--- src/inc/clkgen_defines.svh ---
`ifndef CLKGEN_DEFINES_SVH
`define CLKGEN_DEFINES_SVH

// Register indices; byte address is four times the index
`define IDX_OUT_A          15'h5064
`define IDX_OUT_B          15'h5065
`define IDX_SETTLE         15'h507d
`define IDX_PCLK_GATE      15'h5080
`define IDX_CORE_GEAR      15'h5081

// Reset values
`define RST_OUT_A          8'h00
`define RST_OUT_B          8'h00
`define RST_SETTLE         8'h00
`define RST_PCLK_GATE      8'h03
`define RST_CORE_GEAR      8'h00

// Clock output control fields
`define OUT_DIV_HI         6
`define OUT_DIV_LO         4
`define OUT_SRC_HI         3
`define OUT_SRC_LO         2
`define OUT_EN_BIT         0

// Settle wait fields
`define FAST_WT_HI         7
`define FAST_WT_LO         6
`define SLOW_WT_HI         1
`define SLOW_WT_LO         0

// Gate and gear fields
`define GATE_HI            1
`define GATE_LO            0
`define GEAR_HI            1
`define GEAR_LO            0

// Source codes
`define SRC_FAST           2'h0
`define SRC_SLOW           2'h1

// Peripheral gate codes
`define GATE_ON            2'h3
`define GATE_OFF           2'h0

// Settle counts in oscillator cycles
`define FAST_WAIT_0        15'h0040
`define FAST_WAIT_1        15'h0020
`define FAST_WAIT_2        15'h0010
`define FAST_WAIT_3        15'h0008
`define SLOW_WAIT_0        32'h0000_4000
`define SLOW_WAIT_2        32'h0000_1000
`define SLOW_WT_CODE_SHORT 2'h2

`endif

--- src/inc/clkgen_pkg.sv ---
package clkgen_pkg;
  // One register byte
  typedef logic [7:0]  reg_byte_t;
  // Source select field
  typedef logic [1:0]  src_sel_t;
  // Settle counter
  typedef logic [14:0] settle_cnt_t;
endpackage

--- src/inc/osc_if.sv ---
`timescale 1ns/1ps
`default_nettype none
// Oscillator tick and its settled flag
interface osc_if;
  logic tick;   // One pulse per oscillator cycle
  logic on;     // Oscillator running
  logic ready;  // Settle wait expired
  modport settle (input tick, input on, output ready);
  modport user   (input tick, input ready);
endinterface
`default_nettype wire

--- src/rtl/clock_output_and_gating_control.sv ---
// Operation
// - Output A divides source by 2^code
// - Output A source: fast or slow oscillator
// - Outputs A and B run only while enable bit set
// - Output B divides source by 2^code
// - Output B source: fast or slow oscillator
// - Fast oscillator waits 64/32/16/8 cycles
// - Slow oscillator waits 16384 or 4096 cycles
// - Peripheral clock on at 3, off at 0
// - Core clock geared 1/1 to 1/8
// - System clock from fast or slow oscillator
`timescale 1ns/1ps
`default_nettype none
`include "clkgen_defines.svh"
module clock_output_and_gating_control #(
  parameter int SLOW_WAIT_LONG  = `SLOW_WAIT_0,
  parameter int SLOW_WAIT_SHORT = `SLOW_WAIT_2
) (
  input  wire logic        clk_sys,
  input  wire logic        resetn,
  // Wishbone classic slave
  input  wire logic        wb_cyc_i,
  input  wire logic        wb_stb_i,
  input  wire logic        wb_we_i,
  input  wire logic [16:0] wb_adr_i,
  input  wire logic [3:0]  wb_sel_i,
  input  wire logic [31:0] wb_dat_i,
  output logic [31:0]      wb_dat_o,
  output logic             wb_ack_o,
  // Oscillator ticks and run levels
  input  wire logic        fast_osc_tick,
  input  wire logic        fast_osc_on,
  input  wire logic        slow_osc_tick,
  input  wire logic        slow_osc_on,
  input  wire logic [1:0]  system_clock_source,
  // Clock outputs A, B and core pulse once per divided period; gate and ready flags are levels
  output logic             clock_out_a,
  output logic             clock_out_b,
  output logic             core_clock,
  output logic             peripheral_clock_on,
  output logic             fast_osc_ready,
  output logic             slow_osc_ready
);

  // Register fields
  logic [2:0]           out_a_divider;     // Output A ratio code
  clkgen_pkg::src_sel_t out_a_source;      // Output A source
  logic                 out_a_enable;      // Output A enable
  logic [2:0]           out_b_divider;     // Output B ratio code
  clkgen_pkg::src_sel_t out_b_source;      // Output B source
  logic                 out_b_enable;      // Output B enable
  logic [1:0]           fast_osc_settle_count;  // Fast wait code
  logic [1:0]           slow_osc_settle_count;  // Slow wait code
  logic [1:0]           peripheral_clock_gate_code;  // Gate code
  logic [1:0]           core_gear_ratio;   // Core gear code

  // Bus decode
  logic                 req;          // Request pending, no ack yet
  logic                 wr_lo;        // Write to the low byte lane
  logic [14:0]          idx;          // Register index
  clkgen_pkg::reg_byte_t rd_byte;     // Selected read value
  clkgen_pkg::reg_byte_t wr_byte;     // Low write byte

  // Oscillator paths
  osc_if                   fast_osc ();
  osc_if                   slow_osc ();
  clkgen_pkg::settle_cnt_t fast_wait;   // Fast settle count
  clkgen_pkg::settle_cnt_t slow_wait;   // Slow settle count
  logic                    fast_gated;  // Settled fast ticks
  logic                    slow_gated;  // Settled slow ticks
  logic                    a_tick;      // Output A source ticks
  logic                    b_tick;      // Output B source ticks
  logic                    sys_tick;    // System clock ticks
  logic                    a_div;       // Divided output A
  logic                    b_div;       // Divided output B
  logic                    core_div;    // Geared core ticks

  // Request seen once, ack drops the cycle after
  assign req   = wb_cyc_i && wb_stb_i && !wb_ack_o;
  assign wr_lo = req && wb_we_i && wb_sel_i[0];
  assign idx   = wb_adr_i[16:2];
  assign wr_byte = wb_dat_i[7:0];

  // Output A control register
  always_ff @(posedge clk_sys) begin
    if (!resetn) begin
      out_a_divider <= 3'(`RST_OUT_A >> `OUT_DIV_LO);
      out_a_source  <= 2'h0;
      out_a_enable  <= 1'b0;
    end else if (wr_lo && idx == `IDX_OUT_A) begin
      out_a_divider <= wr_byte[`OUT_DIV_HI:`OUT_DIV_LO];
      out_a_source  <= wr_byte[`OUT_SRC_HI:`OUT_SRC_LO];
      out_a_enable  <= wr_byte[`OUT_EN_BIT];
    end
  end

  // Output B control register
  always_ff @(posedge clk_sys) begin
    if (!resetn) begin
      out_b_divider <= 3'(`RST_OUT_B >> `OUT_DIV_LO);
      out_b_source  <= 2'h0;
      out_b_enable  <= 1'b0;
    end else if (wr_lo && idx == `IDX_OUT_B) begin
      out_b_divider <= wr_byte[`OUT_DIV_HI:`OUT_DIV_LO];
      out_b_source  <= wr_byte[`OUT_SRC_HI:`OUT_SRC_LO];
      out_b_enable  <= wr_byte[`OUT_EN_BIT];
    end
  end

  // Settle wait register
  always_ff @(posedge clk_sys) begin
    if (!resetn) begin
      fast_osc_settle_count <= 2'h0;
      slow_osc_settle_count <= 2'h0;
    end else if (wr_lo && idx == `IDX_SETTLE) begin
      fast_osc_settle_count <= wr_byte[`FAST_WT_HI:`FAST_WT_LO];
      slow_osc_settle_count <= wr_byte[`SLOW_WT_HI:`SLOW_WT_LO];
    end
  end

  // Peripheral gate; forbidden codes leave the gate as it was
  always_ff @(posedge clk_sys) begin
    if (!resetn) begin
      peripheral_clock_gate_code <= 2'(`RST_PCLK_GATE);
    end else if (wr_lo && idx == `IDX_PCLK_GATE) begin
      if (wr_byte[`GATE_HI:`GATE_LO] == `GATE_ON ||
          wr_byte[`GATE_HI:`GATE_LO] == `GATE_OFF) begin
        peripheral_clock_gate_code <= wr_byte[`GATE_HI:`GATE_LO];
      end
    end
  end

  // Core gear register
  always_ff @(posedge clk_sys) begin
    if (!resetn) begin
      core_gear_ratio <= 2'h0;
    end else if (wr_lo && idx == `IDX_CORE_GEAR) begin
      core_gear_ratio <= wr_byte[`GEAR_HI:`GEAR_LO];
    end
  end

  // Read mux; reserved bits and unmapped words read zero
  always_comb begin
    rd_byte = 8'h00;
    unique case (idx)
      `IDX_OUT_A: begin
        rd_byte = {1'b0, out_a_divider, out_a_source, 1'b0, out_a_enable};
      end
      `IDX_OUT_B: begin
        rd_byte = {1'b0, out_b_divider, out_b_source, 1'b0, out_b_enable};
      end
      `IDX_SETTLE: begin
        rd_byte = {fast_osc_settle_count, 4'h0, slow_osc_settle_count};
      end
      `IDX_PCLK_GATE: begin
        rd_byte = {6'h00, peripheral_clock_gate_code};
      end
      `IDX_CORE_GEAR: begin
        rd_byte = {6'h00, core_gear_ratio};
      end
      default: begin
        rd_byte = 8'h00;
      end
    endcase
  end

  // Bus answer one cycle after the request
  always_ff @(posedge clk_sys) begin
    if (!resetn) begin
      wb_ack_o <= 1'b0;
    end else begin
      wb_ack_o <= req;
    end
  end

  // Read data captured with the ack
  always_ff @(posedge clk_sys) begin
    if (!resetn) begin
      wb_dat_o <= 32'h0000_0000;
    end else if (req && !wb_we_i) begin
      wb_dat_o <= {24'h00_0000, rd_byte};
    end
  end

  // Fast settle count from its code
  always_comb begin
    unique case (fast_osc_settle_count)
      2'h0: fast_wait = `FAST_WAIT_0;
      2'h1: fast_wait = `FAST_WAIT_1;
      2'h2: fast_wait = `FAST_WAIT_2;
      2'h3: fast_wait = `FAST_WAIT_3;
    endcase
  end

  // Slow settle count; reserved codes take the long wait
  always_comb begin
    if (slow_osc_settle_count == `SLOW_WT_CODE_SHORT) begin
      slow_wait = 15'(SLOW_WAIT_SHORT);
    end else begin
      slow_wait = 15'(SLOW_WAIT_LONG);
    end
  end

  // Oscillator run levels and ticks into the settle blocks
  assign fast_osc.tick = fast_osc_tick;
  assign fast_osc.on   = fast_osc_on;
  assign slow_osc.tick = slow_osc_tick;
  assign slow_osc.on   = slow_osc_on;

  // Wait counted in cycles of each oscillator
  osc_settle u_fast_settle (
    .clk_sys     (clk_sys),
    .resetn      (resetn),
    .wait_cycles (fast_wait),
    .osc         (fast_osc)
  );

  osc_settle u_slow_settle (
    .clk_sys     (clk_sys),
    .resetn      (resetn),
    .wait_cycles (slow_wait),
    .osc         (slow_osc)
  );

  // Ticks released only after settling
  assign fast_gated = fast_osc.tick && fast_osc.ready;
  assign slow_gated = slow_osc.tick && slow_osc.ready;

  // Source select per output; reserved codes give no ticks
  always_comb begin
    a_tick = 1'b0;
    b_tick = 1'b0;
    if (out_a_source == `SRC_FAST) begin
      a_tick = fast_gated;
    end else if (out_a_source == `SRC_SLOW) begin
      a_tick = slow_gated;
    end
    if (out_b_source == `SRC_FAST) begin
      b_tick = fast_gated;
    end else if (out_b_source == `SRC_SLOW) begin
      b_tick = slow_gated;
    end
  end

  // System clock source; reserved codes fall back to fast
  always_comb begin
    if (system_clock_source == `SRC_SLOW) begin
      sys_tick = slow_gated;
    end else begin
      sys_tick = fast_gated;
    end
  end

  // Output A divider, held cleared while disabled
  pow2_divider #(.RW(3)) u_div_a (
    .clk_sys  (clk_sys),
    .resetn   (resetn),
    .enable   (out_a_enable),
    .tick_in  (a_tick),
    .ratio    (out_a_divider),
    .tick_out (a_div)
  );

  // Output B divider
  pow2_divider #(.RW(3)) u_div_b (
    .clk_sys  (clk_sys),
    .resetn   (resetn),
    .enable   (out_b_enable),
    .tick_in  (b_tick),
    .ratio    (out_b_divider),
    .tick_out (b_div)
  );

  // Core clock gear
  pow2_divider #(.RW(2)) u_gear (
    .clk_sys  (clk_sys),
    .resetn   (resetn),
    .enable   (1'b1),
    .tick_in  (sys_tick),
    .ratio    (core_gear_ratio),
    .tick_out (core_div)
  );

  // Clock outputs, forced low while disabled
  always_ff @(posedge clk_sys) begin
    if (!resetn) begin
      clock_out_a <= 1'b0;
      clock_out_b <= 1'b0;
    end else begin
      clock_out_a <= a_div && out_a_enable;
      clock_out_b <= b_div && out_b_enable;
    end
  end

  // Core clock pulses
  always_ff @(posedge clk_sys) begin
    if (!resetn) begin
      core_clock <= 1'b0;
    end else begin
      core_clock <= core_div;
    end
  end

  // Peripheral clock supply level
  always_ff @(posedge clk_sys) begin
    if (!resetn) begin
      peripheral_clock_on <= 1'b0;
    end else begin
      peripheral_clock_on <= peripheral_clock_gate_code == `GATE_ON;
    end
  end

  // Settled flags brought out
  always_ff @(posedge clk_sys) begin
    if (!resetn) begin
      fast_osc_ready <= 1'b0;
      slow_osc_ready <= 1'b0;
    end else begin
      fast_osc_ready <= fast_osc.ready;
      slow_osc_ready <= slow_osc.ready;
    end
  end

endmodule // clock_output_and_gating_control
`default_nettype wire

--- src/rtl/osc_settle.sv ---
`timescale 1ns/1ps
`default_nettype none
// Holds an oscillator back until its wait count expires
module osc_settle (
  input  wire logic                  clk_sys,
  input  wire logic                  resetn,
  input  wire clkgen_pkg::settle_cnt_t wait_cycles,
  osc_if.settle                      osc
);
  clkgen_pkg::settle_cnt_t cnt_r;  // Oscillator cycles seen
  logic                    rdy_r;  // Settled

  // Count in oscillator cycles; restart when stopped
  always_ff @(posedge clk_sys) begin
    if (!resetn || !osc.on) begin
      cnt_r <= '0;
      rdy_r <= 1'b0;
    end else if (osc.tick && !rdy_r) begin
      cnt_r <= cnt_r + 15'h0001;
      if (cnt_r + 15'h0001 >= wait_cycles) begin
        rdy_r <= 1'b1;
      end
    end
  end

  assign osc.ready = rdy_r;
endmodule // osc_settle
`default_nettype wire

--- src/rtl/pow2_divider.sv ---
`timescale 1ns/1ps
`default_nettype none
// Power-of-two divider on a tick stream
module pow2_divider #(
  parameter int RW = 3
) (
  input  wire logic          clk_sys,
  input  wire logic          resetn,
  input  wire logic          enable,
  input  wire logic          tick_in,
  input  wire logic [RW-1:0] ratio,
  output logic               tick_out
);
  localparam int CW = (1 << RW) - 1;

  logic [CW-1:0] cnt_r;  // Source tick count
  logic [CW-1:0] mask;   // Low bits that must be full

  // Ratio code n keeps n low bits
  always_comb begin
    mask = CW'((1 << ratio) - 1);
  end

  // Count source ticks while enabled
  always_ff @(posedge clk_sys) begin
    if (!resetn || !enable) begin
      cnt_r <= '0;
    end else if (tick_in) begin
      cnt_r <= cnt_r + CW'(1);
    end
  end

  // One output pulse per 2^n source ticks
  always_ff @(posedge clk_sys) begin
    if (!resetn || !enable) begin
      tick_out <= 1'b0;
    end else begin
      tick_out <= tick_in && ((cnt_r & mask) == mask);
    end
  end
endmodule // pow2_divider
`default_nettype wire

--- config.mk ---
export PLATFORM = sky130hd
export DESIGN_NAME = clock_output_and_gating_control
export DESIGN_NICKNAME = d
export VERILOG_FILES = /design/src/inc/clkgen_pkg.sv /design/src/inc/osc_if.sv /design/src/rtl/clock_output_and_gating_control.sv /design/src/rtl/osc_settle.sv /design/src/rtl/pow2_divider.sv
export VERILOG_INCLUDE_DIRS = /design/src /design/src/inc
export SDC_FILE = /design/constraint.sdc
export NUM_CORES = 1
export LEC_CHECK = 0
export BUFFER_PORTS_ARGS = -buffer_cell sky130_fd_sc_hd__buf_4
export CORE_MARGIN = 2
export CORE_UTILIZATION = 50
export CTS_CLUSTER_DIAMETER = 200
export DETAILED_ROUTE_END_ITERATION = 8
export PLACE_DENSITY = 0.76
export SLEW_MARGIN = 5
export SYNTH_ARGS = -nofsm -noshare
export SYNTH_HDL_FRONTEND = slang
export SYNTH_HIERARCHICAL = 1
export SYNTH_SLANG_ARGS = --single-unit
--- constraint.sdc ---
create_clock -name clk_sys -period 1.9 [get_ports clk_sys]
set_input_delay 0.19 -clock clk_sys [delete_from_list [all_inputs] [get_ports clk_sys]]
set_output_delay 0.19 -clock clk_sys [all_outputs]
set_load 0.02 [all_outputs]
# Yosys cells after proc, flatten, opt, wreduce, memory -nomap -nowiden
# Index checks and enable logic that the tools add are counted.
[classes] add_sub_neg=8 n_lt_le_gt_ge=2 eq_ne=17 n_shift=3 n_mux=8 n_bitwise=3 n_reduce_logical=40
[ops] cell="$eq A15 B15 Y1 const B" n=5
[ops] cell="$pmux W15 S4" n=1
[ops] cell="$pmux W8 S5" n=1
[ops] cell="$add A15 B1 Y15 const B" n=2
[ops] cell="$ge A15 B15 Y1" n=2
[ops] cell="$logic_and A1 B1 Y1" n=19
[ops] cell="$mux W15" n=1
[ops] cell="$add A7 B1 Y7 const B" n=2
[ops] cell="$and A7 B7 Y7" n=2
[ops] cell="$eq A7 B7 Y1" n=2
[ops] cell="$shl A1 B3 Y7 const A" n=2
[ops] cell="$sub A7 B2 Y7 const B" n=2
[ops] cell="$eq A2 B2 Y1 const B" n=5
[ops] cell="$logic_not A1 Y1" n=9
[ops] cell="$eq A2 B1 Y1 const B" n=4
[ops] cell="$logic_not A2 Y1" n=4
[ops] cell="$reduce_and A2 Y1" n=3
[ops] cell="$logic_or A1 B1 Y1" n=5
[ops] cell="$mux W1" n=5
[ops] cell="$add A3 B1 Y3 const B" n=1
[ops] cell="$and A3 B3 Y3" n=1
[ops] cell="$eq A3 B3 Y1" n=1
[ops] cell="$shl A1 B2 Y3 const A" n=1
[ops] cell="$sub A3 B2 Y3 const B" n=1
[word_totals] ff_bits=87 inputBits=64 output_inout_bits=39

# Logic depth before layout (Yosys ltp)
# Gate-level depths: netlist (run 1).
[depth] ltp_word=6 mapped_depth=11 mapped_depth_nobuf=10

# Hierarchy
# Netlist (run 1), hierarchy kept.
[modules_own_cells] module="clock_output_and_gating_control" instances=1 cells_each=210 area_each_um2=1815.5
[modules_own_cells] module="osc_settle at u_slow_settle" instances=1 cells_each=158 area_each_um2=1267.5
[modules_own_cells] module="osc_settle at u_fast_settle" instances=1 cells_each=158 area_each_um2=1266.2
[modules_own_cells] module="pow2_divider at u_div_a ..." instances=2 cells_each=43 area_each_um2=371.6
[modules_own_cells] module="pow2_divider at u_gear" instances=1 cells_each=18 area_each_um2=167.7

# Least setup slack after synthesis (run 1)
# OpenSTA, ideal clock, no wires.
[synth_path] kind="reg2reg" startpoint="register u_slow_settle.cnt_r[2]" endpoint="register u_slow_settle.rdy_r, in the netlist u_slow_settle/osc.ready" setup_time_ns=0.129 arrival_ns=1.905 path_slack_ns=-0.134 stages_incl_launch_ff=11 n_path_buf=1 path_cell_list="dfxtp_1 buf_2 and3_1 and4_2 nand3_1 xnor2_1 ha_1 a21oi_1 a21oi_1 a211oi_1 a31oi_1"
[synth_between] elab_chain_len=3
[synth_rtl] element="start, declared" line_no="osc_settle.sv:10" source="clkgen_pkg::settle_cnt_t cnt_r;"
[synth_rtl] element="start signal, assigned" line_no="osc_settle.sv:19" source="cnt_r <= cnt_r + 15'h0001;"
[synth_rtl] element="$add A15 B1 Y15" line_no="osc_settle.sv:20" source="if (cnt_r + 15'h0001 >= wait_cycles) begin"
[synth_rtl] element="$ge A15 B15 Y1" line_no="osc_settle.sv:20"
[synth_rtl] element="$reduce_and A2 Y1 (no line)"
[synth_rtl] element="end signal, assigned" line_no="osc_settle.sv:17" source="rdy_r <= 1'b0;"
[synth_rtl] element="end signal, assigned" line_no="osc_settle.sv:21" source="rdy_r <= 1'b1;"
[synth_rtl] element="end, declared" line_no="osc_settle.sv:11" source="logic rdy_r;"
# No other way between the ends.
# A chain may end at the register's enable or synchronous reset.

# Worst setup path after layout (run 1)
[layout_path] startpoint="register u_slow_settle.cnt_r[6]" endpoint="register u_slow_settle.rdy_r, in the netlist u_slow_settle/osc.ready"
# The elaborated chain is that of the path after synthesis.

==> results.yml, run 1 <==
finish:
  finalNetCount: 845
  syn2layout_area_growth_pct: 24.1
  drive_above_1_share: 0.244
  diodes: 0
  utilization: 0.635
critical_path:
  r2r_start: "u_slow_settle/cnt_r[6]"
  r2r_end: "u_slow_settle/osc.ready"
  reg2regPathDepth: 10
  start_kind: "flop"
  crit_path_end_kind: "flop"
  cpPeakStageDelay_ns: 0.34
  crit_path_cell_trace: "and4_4 -> buf_12 -> nand3_4 -> nor3_2 -> xor2_1 -> ha_1 -> nand2_1 -> a21oi_2 -> a211oi_2 -> a31oi_1"
  arrival_ns: 2.31
  slowest_stage: "dfxtp_2"
  worst-path-stages: 10
  critPathCapture: "u_slow_settle/osc.ready"
  worst-path-buf-inv: 1
  crit_start: "u_slow_settle/cnt_r[6]"
  worst_ep_required_time_ns: 2.12
  critPathTopFamily: "simple AND/OR/NAND/NOR gates"
  criticalPathCategory: "flop to flop"
  critPathMaxFanout: 4
  r2r_setup_slack_ns: -0.18
place:
  globalplace.congestion: 0.849
  hpwl_mm: 9.19
  io_buffers: 49
synth:
  synth_flop_cell: "dfxtp_1"
  synth-seq-area-share: 0.331
  syn_avg_cell_area_um2: 8.35
  syn_area_mm2: 0.00526
  synth.distinct_cells: 56
  yosys_warnings: 6
  syn_inst: 630
  ys_ff_latch: 87
  synth_edf_count: 0
  ys_async_sr_fraction: 0
floorplanning:
  start_util: 0.512
  placeableCoreArea_mm2: 0.0103
  die_x_um: 107
  ios: 103
  dieHeight_um: 107
  dieArea_mm2: 0.0114
  rows: 37
sta:
  finalSetupViolCount: 2
  fmax_mhz: 480
  drv_slew: 0
  whs_ns: 0.0942
  worstMarginPinSlew_ns: 0.727
  fin_ws_ns: -0.182
  fin_skew_ns: 0.0176
  hold_viol_final: 0
  rsz0062_at_grt: "yes"
  slew_headroom: 0.515
  fin_crit_sh: 1.10
  min_period_ns: 2.08
power:
  pwr-share-clk: 0.408
  internal_power_mw: 2.70
  seq_power_share: 0.509
  power_frac_comb: 0.083
  switching_share: 0.251
  ir_drop_v: 0.000437
  p_switching_uw: 906
  total_power_mw: 3.61
  power_density_mw_per_mm2: 553
  leakagePower_nw: 2.64
route:
  drc: 0
  drtIter0Drc: 179
  vias_per_cell: 5.31
  wire_per_inst_um: 13.9
  wl_mm: 12.3
  first_pass_iters: 4
  ant_nets: 0
  dr_total_vias: 4711
grt:
  grt_pass1_wl_mm: 20.5
  grt_pass1_vias: 4663
  grt_overflow_total: 0
  antenna_found_initial: 0
  grt_use_total: 0.220
  grt_max_degree: 25
clock_network:
  path_clk_slew_ns: 0.09
  cts_made_buffers: 9
  root_buffer: "clkbuf_8"
  htreeDepth: 3
  clkLatencyLatePin_ns: 0.36
  hold_buffers: 0
  cts_tree: "yes"
  cts_buffer_depth: 2
  postCtsSetupBuffers: 0
  cts.sinks: 87
outcome:
  violations: "setup timing"
  status: "complete, but fails checks"
run:
  drv_cap: 0
hold_path:
  worstHoldPathType: "input port to flop"
[flip-flops by register name, indices dropped and copies added (netlist names), 2 cells and up]
register and cells:
out_b_divider 3, out_b_source 2, core_gear_ratio 2, peripheral_clock_gate_code 2, out_a_source 2, slow_osc_settle_count 2
u_slow_settle/cnt_r 15, u_fast_settle/cnt_r 15, wb_dat_o 8, u_div_b/cnt_r 7, u_div_a/cnt_r 7, fast_osc_settle_count 2
u_gear/cnt_r 3, out_a_divider 3
[synth_stat cells (all sizes together), types with 9 or more instances]
master   n  area [µm²]
xnor2   29         254
nor3    11        55.1
xor2    29         254
nand2b  12        75.1
dfxtp   87        1740
a21oi   49         245
o21ai   42         210
and3    12        85.1
nand2   49         186
clkbuf  12        45.0
nor2    59         221
ha      35         438
mux2i    9        90.1
buf     33         240
inv     33         124
nand3   45         250
or3     10        62.6
[layer usage]
layer	track usage	part of all wire	up-vias
met4	0.0816	0.022	0
li1	-	-	2353
met2	0.396	0.51	106
met1	0.258	0.43	2225
met5	0	0	-
met3	0.0423	0.036	27
[placed cells by master (no fill, tap or decap), types with 29 or more instances in the layout]
cell type	instances
conb_1	50
a21oi_1	47
buf_4	101
ha_1	32
nand2_1	46
nor2_1	55
inv_1	33
dfxtp_1	74
o21ai_0	29
nand3_1	39
[how the worst min path moves through the flow]
stage | from | to | slack [ns] | depth (start not counted)
after floorplan | resetn | u_gear/tick_out | 0.33 | 2
after global placement | u_gear/tick_out | core_clock | 0.43 | 1
after detailed placement | u_gear/tick_out | core_clock | 0.43 | 1
after CTS | wb_dat_i[5] | out_a_divider[1] | 0.09 | 3
after global routing | wb_dat_i[3] | out_b_source[1] | 0.1 | 3
final | wb_dat_i[5] | out_a_divider[1] | 0.09 | 3
[cells by family (layout without fill, tap and decap cells)]
family                     count (synthesis)  in the layout  share of synthesized area
buffers and inverters                     78            151                     0.0778
muxes                                     11             11                     0.0214
adders and majority gates                 35             35                     0.0833
DFF                                       87             87                      0.331
and+or+nand+nor                          244            244                      0.268
xor gates and xnor gates                  58             58                     0.0966
other                                      2             50                    0.00143
AOI/OAI and AO/OA                        115            115                      0.121
[worst register-to-register path: stages (launching register included)]
cell      delay [ns]
dfxtp_2         0.34
and4_4          0.26
buf_12          0.11
nand3_4         0.10
nor3_2          0.16
xor2_1          0.20
ha_1            0.28
nand2_1         0.11
a21oi_2         0.04
a211oi_2        0.24
a31oi_1         0.10
[timing repair]
item | in CTS | in global routing
endpoints found under the hold margin | 0 | 0
gates resized for setup | 22 | 13
pin swaps | 14 | 9
setup endpoints to repair | 2 | 4
[power groups by stage]
stage	logic (mW)	registers [mW]	clock network, mW
4_1_cts	0.290	1.84	1.49
3_5_place_dp	0.283	1.88	0
6_report	0.300	1.84	1.47
3_3_place_gp	0.273	1.88	0
5_1_grt	0.331	1.84	1.58
2_1_floorplan	0.200	1.88	0
[cell type report]
type	instances	area, µm²
Inverter	33	124
Sequential cell	87	1760
Clock buffer	9	124
Tap cell	136	170
Clock inverter	7	103
Fill cell	859	3750
Multi-Input combinational cell	513	3470
Timing Repair Buffer	102	778
[through the flow]
step | setup slack, ns | std cells | TNS, ns | instance area [µm²]
2_1_floorplan | -0.0212 | 678 | -0.0425 | 5500
6_report | -0.182 | 887 | -0.332 | 6530
3_3_place_gp | -0.204 | 871 | -0.549 | 6140
4_1_cts | -0.132 | 887 | -0.218 | 6440
5_1_grt | -0.276 | 887 | -0.550 | 6530
3_5_place_dp | -0.384 | 871 | -0.967 | 6140
Power figures use the tool's default switching activity.
==> run 2: changes to the inputs <==
--- a/config.mk
+++ b/config.mk
@@ -12,6 +12,7 @@
 export CTS_CLUSTER_DIAMETER = 200
 export DETAILED_ROUTE_END_ITERATION = 8
 export PLACE_DENSITY = 0.76
+export RECOVER_POWER = 100
 export SLEW_MARGIN = 5
 export SYNTH_ARGS = -nofsm -noshare
 export SYNTH_HDL_FRONTEND = slang
==> results.yml, run 2 (synthesized netlist as in run 1, its figures left out) <==
outcome:
  status: "complete, but fails checks"
  violations: "setup timing"
finish:
  largestRegisters: "u_fast_settle/cnt_r x15, u_slow_settle/cnt_r x15, wb_dat_o x8"
  final_common_cell: "buf_4"
  finalNetCount: 845
  syn2layout_area_growth_pct: 21.4
  diodes: 0
  layout_common_cells: "buf_4, dfxtp_1, nor2_1"
  drive_above_1_share: 0.205
grt:
  grt_overflow_total: 0
  grt.busiest_layer: "met2"
  grt_use_met3: 0.0423
  gr-usage-met1: 0.258
  grt_pass1_wl_mm: 20.5
  antenna_found_initial: 0
  grt_use_total: 0.220
  grt_pass1_vias: 4663
  grtUsageMet2: 0.396
  grt_max_degree: 25
sta:
  fin_crit_sh: 1.10
  hold_viol_final: 0
  fmax_mhz: 480
  worstMarginPinSlew_ns: 0.741
  rsz0062_at_grt: "yes"
  min_period_ns: 2.08
  finalSetupViolCount: 2
  fin_skew_ns: 0.0177
  slew_headroom: 0.505
  drv_slew: 0
  fin_ws_ns: -0.182
clock_network:
  root_buffer: "clkbuf_8"
  cts_made_buffers: 9
  cts_buffer_depth: 2
  cts_tree: "yes"
  cts.sinks: 87
  htreeDepth: 3
  postCtsSetupBuffers: 0
  path_clk_slew_ns: 0.10
  clkLatencyLatePin_ns: 0.36
route:
  dr_total_vias: 4736
  first_pass_iters: 5
  drc: 0
  ant_nets: 0
  drtIter0Drc: 207
  wl_mm: 12.4
  wire_per_inst_um: 14.0
  vias_per_cell: 5.34
power:
  leakagePower_nw: 2.52
  power_density_mw_per_mm2: 564
  switching_share: 0.251
  internal_power_mw: 2.70
  ir_drop_v: 0.000437
  seq_power_share: 0.510
  pwr-share-clk: 0.409
  p_switching_uw: 902
  power_frac_comb: 0.081
  total_power_mw: 3.60
floorplanning:
  dieHeight_um: 107
  placeableCoreArea_mm2: 0.0103
  ios: 103
  die_x_um: 107
  rows: 37
  dieArea_mm2: 0.0114
  start_util: 0.512
place:
  globalplace.congestion: 0.849
  dp_slack_ns: -0.384
  io_buffers: 49
  hpwl_mm: 9.19
critical_path:
  worst_ep_required_time_ns: 2.13
  r2r_end: "u_slow_settle/osc.ready"
  r2r_start: "u_slow_settle/cnt_r[6]"
  arrival_ns: 2.31
  crit_path_end_kind: "flop"
  reg2regPathDepth: 10
  criticalPathCategory: "flop to flop"
  critPathMaxFanout: 4
  crit_path_cell_trace: "and4_4 -> buf_12 -> nand3_4 -> nor3_2 -> xor2_1 -> ha_1 -> nand2_1 -> a21oi_2 -> a211oi_2 -> a31oi_1"
  start_kind: "flop"
  slowest_stage: "dfxtp_2"
  r2r_setup_slack_ns: -0.18
  cpPeakStageDelay_ns: 0.34
run:
  drv_cap: 0
hold_path:
  min-delay-start: "wb_dat_i[2]"
  min_to: "out_a_source[0]"
  worstHoldPathType: "input port to flop"
  hold_depth: 3
run 2: cell types whose count changed in the layout (fill, tap and decap cells not counted), sizes merged:
cell / change
buf: -25
clkbuf: +25
run 2: worst max-delay path, delay by kind of cell (launching register included):
family                   cells  cell delay (ns)
adder cells (fa/ha/maj)      1             0.28
XOR/XNOR                     1             0.20
AND/OR/NAND/NOR              4             0.64
AO/OA/AOI/OAI                3             0.38
flip-flops                   1             0.34
buffers and inverters        1             0.11
run 2: power by group through the flow:
stage	sequential, mW	clock [mW]	combinational [mW]
4_1_cts	1.84	1.49	0.290
2_1_floorplan	1.88	0	0.200
5_1_grt	1.84	1.58	0.322
3_3_place_gp	1.88	0	0.273
3_5_place_dp	1.88	0	0.283
6_report	1.84	1.47	0.291
run 2: worst max-delay path by stage:
stage / from / endpoint / slack (ns) / depth (start not counted)
2_1_floorplan: u_slow_settle/cnt_r[3] / u_slow_settle/osc.ready / -0.02 / 9
3_3_place_gp: u_fast_settle/cnt_r[0] / u_fast_settle/osc.ready / -0.20 / 11
3_5_place_dp: u_fast_settle/cnt_r[0] / u_fast_settle/osc.ready / -0.38 / 11
4_1_cts: u_fast_settle/cnt_r[5] / u_fast_settle/osc.ready / -0.13 / 9
5_1_grt: u_slow_settle/cnt_r[6] / u_slow_settle/osc.ready / -0.28 / 10
6_report: u_slow_settle/cnt_r[6] / u_slow_settle/osc.ready / -0.18 / 10
run 2: cell type report:
cell class	instances	area (µm²)
Fill cell	900	3890
Multi-Input combinational cell	513	3410
Sequential cell	87	1760
Timing Repair Buffer	102	691
Tap cell	136	170
Clock buffer	9	124
Inverter	33	124
Clock inverter	7	103
run 2: per-stage QoR:
step	cells	util	setup TNS, ns	hold WS [ns]	area, µm²
floorplan	678	-	-0.0425	0.330	5500
finish	887	0.621	-0.320	0.0921	6380
global placement	871	0.598	-0.549	0.426	6140
global route	887	0.621	-0.627	0.0963	6380
detailed placement	871	0.598	-0.967	0.428	6140
CTS	887	0.627	-0.218	0.0891	6440
run 2: layer usage:
metal | wire (µm) | vias up
li1 | - | 2347
met1 | 5270 | 2251
met2 | 6350 | 115
met3 | 516 | 23
met4 | 245 | 0
met5 | 0 | -
run 2: repair_timing:
action / 4_1_cts / 5_1_grt
endpoints found under the hold margin: 0 / 0
pin swaps: 14 / 9
gates resized for setup: 22 / 13
setup endpoints to repair: 2 / 4
hold buffers: 0 / 0
==> run 3: changes to the inputs <==
--- a/config.mk
+++ b/config.mk
@@ -6,12 +6,12 @@
 export SDC_FILE = /design/constraint.sdc
 export NUM_CORES = 1
 export LEC_CHECK = 0
-export BUFFER_PORTS_ARGS = -buffer_cell sky130_fd_sc_hd__buf_4
 export CORE_MARGIN = 2
 export CORE_UTILIZATION = 50
 export CTS_CLUSTER_DIAMETER = 200
 export DETAILED_ROUTE_END_ITERATION = 8
-export PLACE_DENSITY = 0.76
+export DONT_BUFFER_PORTS = 1
+export PLACE_DENSITY = 0.68
 export RECOVER_POWER = 100
 export SLEW_MARGIN = 5
 export SYNTH_ARGS = -nofsm -noshare
==> results.yml, run 3 (synthesized netlist as in run 1, its figures left out) <==
floorplanning:
  rows: 37
  die_x_um: 107
  dieHeight_um: 107
  placeableCoreArea_mm2: 0.0103
  ios: 103
  start_util: 0.512
  dieArea_mm2: 0.0114
place:
  globalplace.congestion: 0.842
  hpwl_mm: 8.56
  dp_slack_ns: -0.204
  dp_cells: 815
  io_buffers: 0
  place_area_mm2: 0.00572
sta:
  fin_ws_ns: -0.0985
  rsz0062_at_grt: "yes"
  whs_ns: 0.0188
  fin_skew_ns: 0.00769
  drv_slew: 0
  fmax_mhz: 500
  worstMarginPinSlew_ns: 0.572
  finalSetupViolCount: 2
  slew_headroom: 0.618
  hold_viol_final: 0
  fin_crit_sh: 1.05
  min_period_ns: 2.00
clock_network:
  cts_tree: "yes"
  root_buffer: "clkbuf_8"
  cts_made_buffers: 9
  cts.sinks: 87
  htreeDepth: 3
  clkLatencyLatePin_ns: 0.36
  path_clk_slew_ns: 0.08
  cts_buffer_depth: 2
critical_path:
  start_kind: "flop"
  worst_ep_required_time_ns: 2.12
  r2r_setup_slack_ns: -0.1
  arrival_ns: 2.22
  r2r_end: "u_fast_settle/osc.ready"
  crit_path_end_kind: "flop"
  r2r_start: "u_fast_settle/cnt_r[5]"
  criticalPathCategory: "flop to flop"
  reg2regPathDepth: 9
  critPathMaxFanout: 4
grt:
  grt_pass1_vias: 4336
  grt_overflow_total: 0
  grt_use_total: 0.215
  grt_max_degree: 17
  grt_pass1_wl_mm: 19.8
  antenna_found_initial: 0
route:
  wl_mm: 11.5
  dr_total_vias: 4461
  drtIter0Drc: 145
  vias_per_cell: 5.31
  drc: 0
  first_pass_iters: 5
  wire_per_inst_um: 13.7
  ant_nets: 0
finish:
  syn2layout_area_growth_pct: 16.7
  largestRegisters: "u_fast_settle/cnt_r x15, u_slow_settle/cnt_r x15, wb_dat_o x8"
  diodes: 0
  drive_above_1_share: 0.169
  finalNetCount: 799
  utilization: 0.597
  layout_common_cells: "dfxtp_1, nor2_1, conb_1"
  final_common_cell: "dfxtp_1"
  fin_cells: 840
  design_area_mm2: 0.00614
hold_path:
  worstHoldPathType: "input port to flop"
  hold_depth: 1
  min-delay-start: "resetn"
  min_to: "wb_ack_o"
outcome:
  violations: "setup timing"
  status: "complete, but fails checks"
power:
  ir_drop_v: 0.000368
  leakagePower_nw: 2.39
  power_density_mw_per_mm2: 563
run:
  drv_cap: 0
==> run 3: cell count changes in the layout (fill, tap and decap cells not counted), sizes merged <==
cell	delta
clkbuf	-23
dlygate4sd3	+9
buf	-30
inv	-3
==> run 3: repair_timing <==
item                                    4_1_cts  5_1_grt
resized for setup                            18        4
setup buffers                                 0        1
pin swaps                                     9        3
endpoints found under the setup margin        2        4
hold buffers                                  9        0
hold endpoints to repair                     28        0
==> run 3: worst max-delay path by stage <==
| stage | cells past startpoint | end | startpoint |
|---|---|---|---|
| after floorplan | 9 | u_slow_settle/osc.ready | u_slow_settle/cnt_r[3] |
| after global placement | 9 | u_fast_settle/osc.ready | u_fast_settle/cnt_r[3] |
| after detailed placement | 9 | u_slow_settle/osc.ready | u_slow_settle/cnt_r[0] |
| after CTS | 11 | u_slow_settle/osc.ready | u_slow_settle/cnt_r[5] |
| after global routing | 9 | u_fast_settle/osc.ready | u_fast_settle/cnt_r[5] |
| final | 9 | u_fast_settle/osc.ready | u_fast_settle/cnt_r[5] |
==> run 3: per-stage QoR <==
stage / total power [mW] / setup TNS (ns)
after global routing: 3.58 / -0.420
final: 3.46 / -0.186
after detailed placement: 2.07 / -0.402
after floorplan: 2.08 / -0.0425
after CTS: 3.49 / -0.181
after global placement: 2.07 / -0.332
==> run 3: worst max-delay path, stage by stage, from the launching register on <==
cell and delay, ns:
dfxtp_2 0.34, and4_4 0.27, and4_4 0.25, nand3_2 0.09, xnor2_2 0.18, ha_4 0.24, a21oi_2 0.13, a21oi_2 0.07
a211oi_2 0.18, a31oi_1 0.10
==> run 3: area by class of cell <==
cell class / count / area, µm²
fillers: 927 / 4140
well taps: 136 / 170
flip-flops and latches: 87 / 1760
inverters: 33 / 124
clock buffers: 11 / 141
clock inverters: 4 / 70.1
multi-input cells: 513 / 3420
repair buffers: 56 / 455
==> run 3: routing by layer <==
layer  part of all wire  global-route usage  wire (µm)  vias to the layer above
met5                  0                   0          0                        -
met4              0.014              0.0742        159                        0
met3              0.044              0.0405        507                       17
met2               0.50               0.386       5830                       89
met1               0.44               0.255       5050                     2098
li1                   -                   -          -                     2257
==> run 3: report_power, final <==
group	leakage (nW)	internal (mW)	switching (mW)
clock network	0.109	0.766	0.629
registers	0.708	1.83	0.0148
logic	1.57	0.0723	0.147
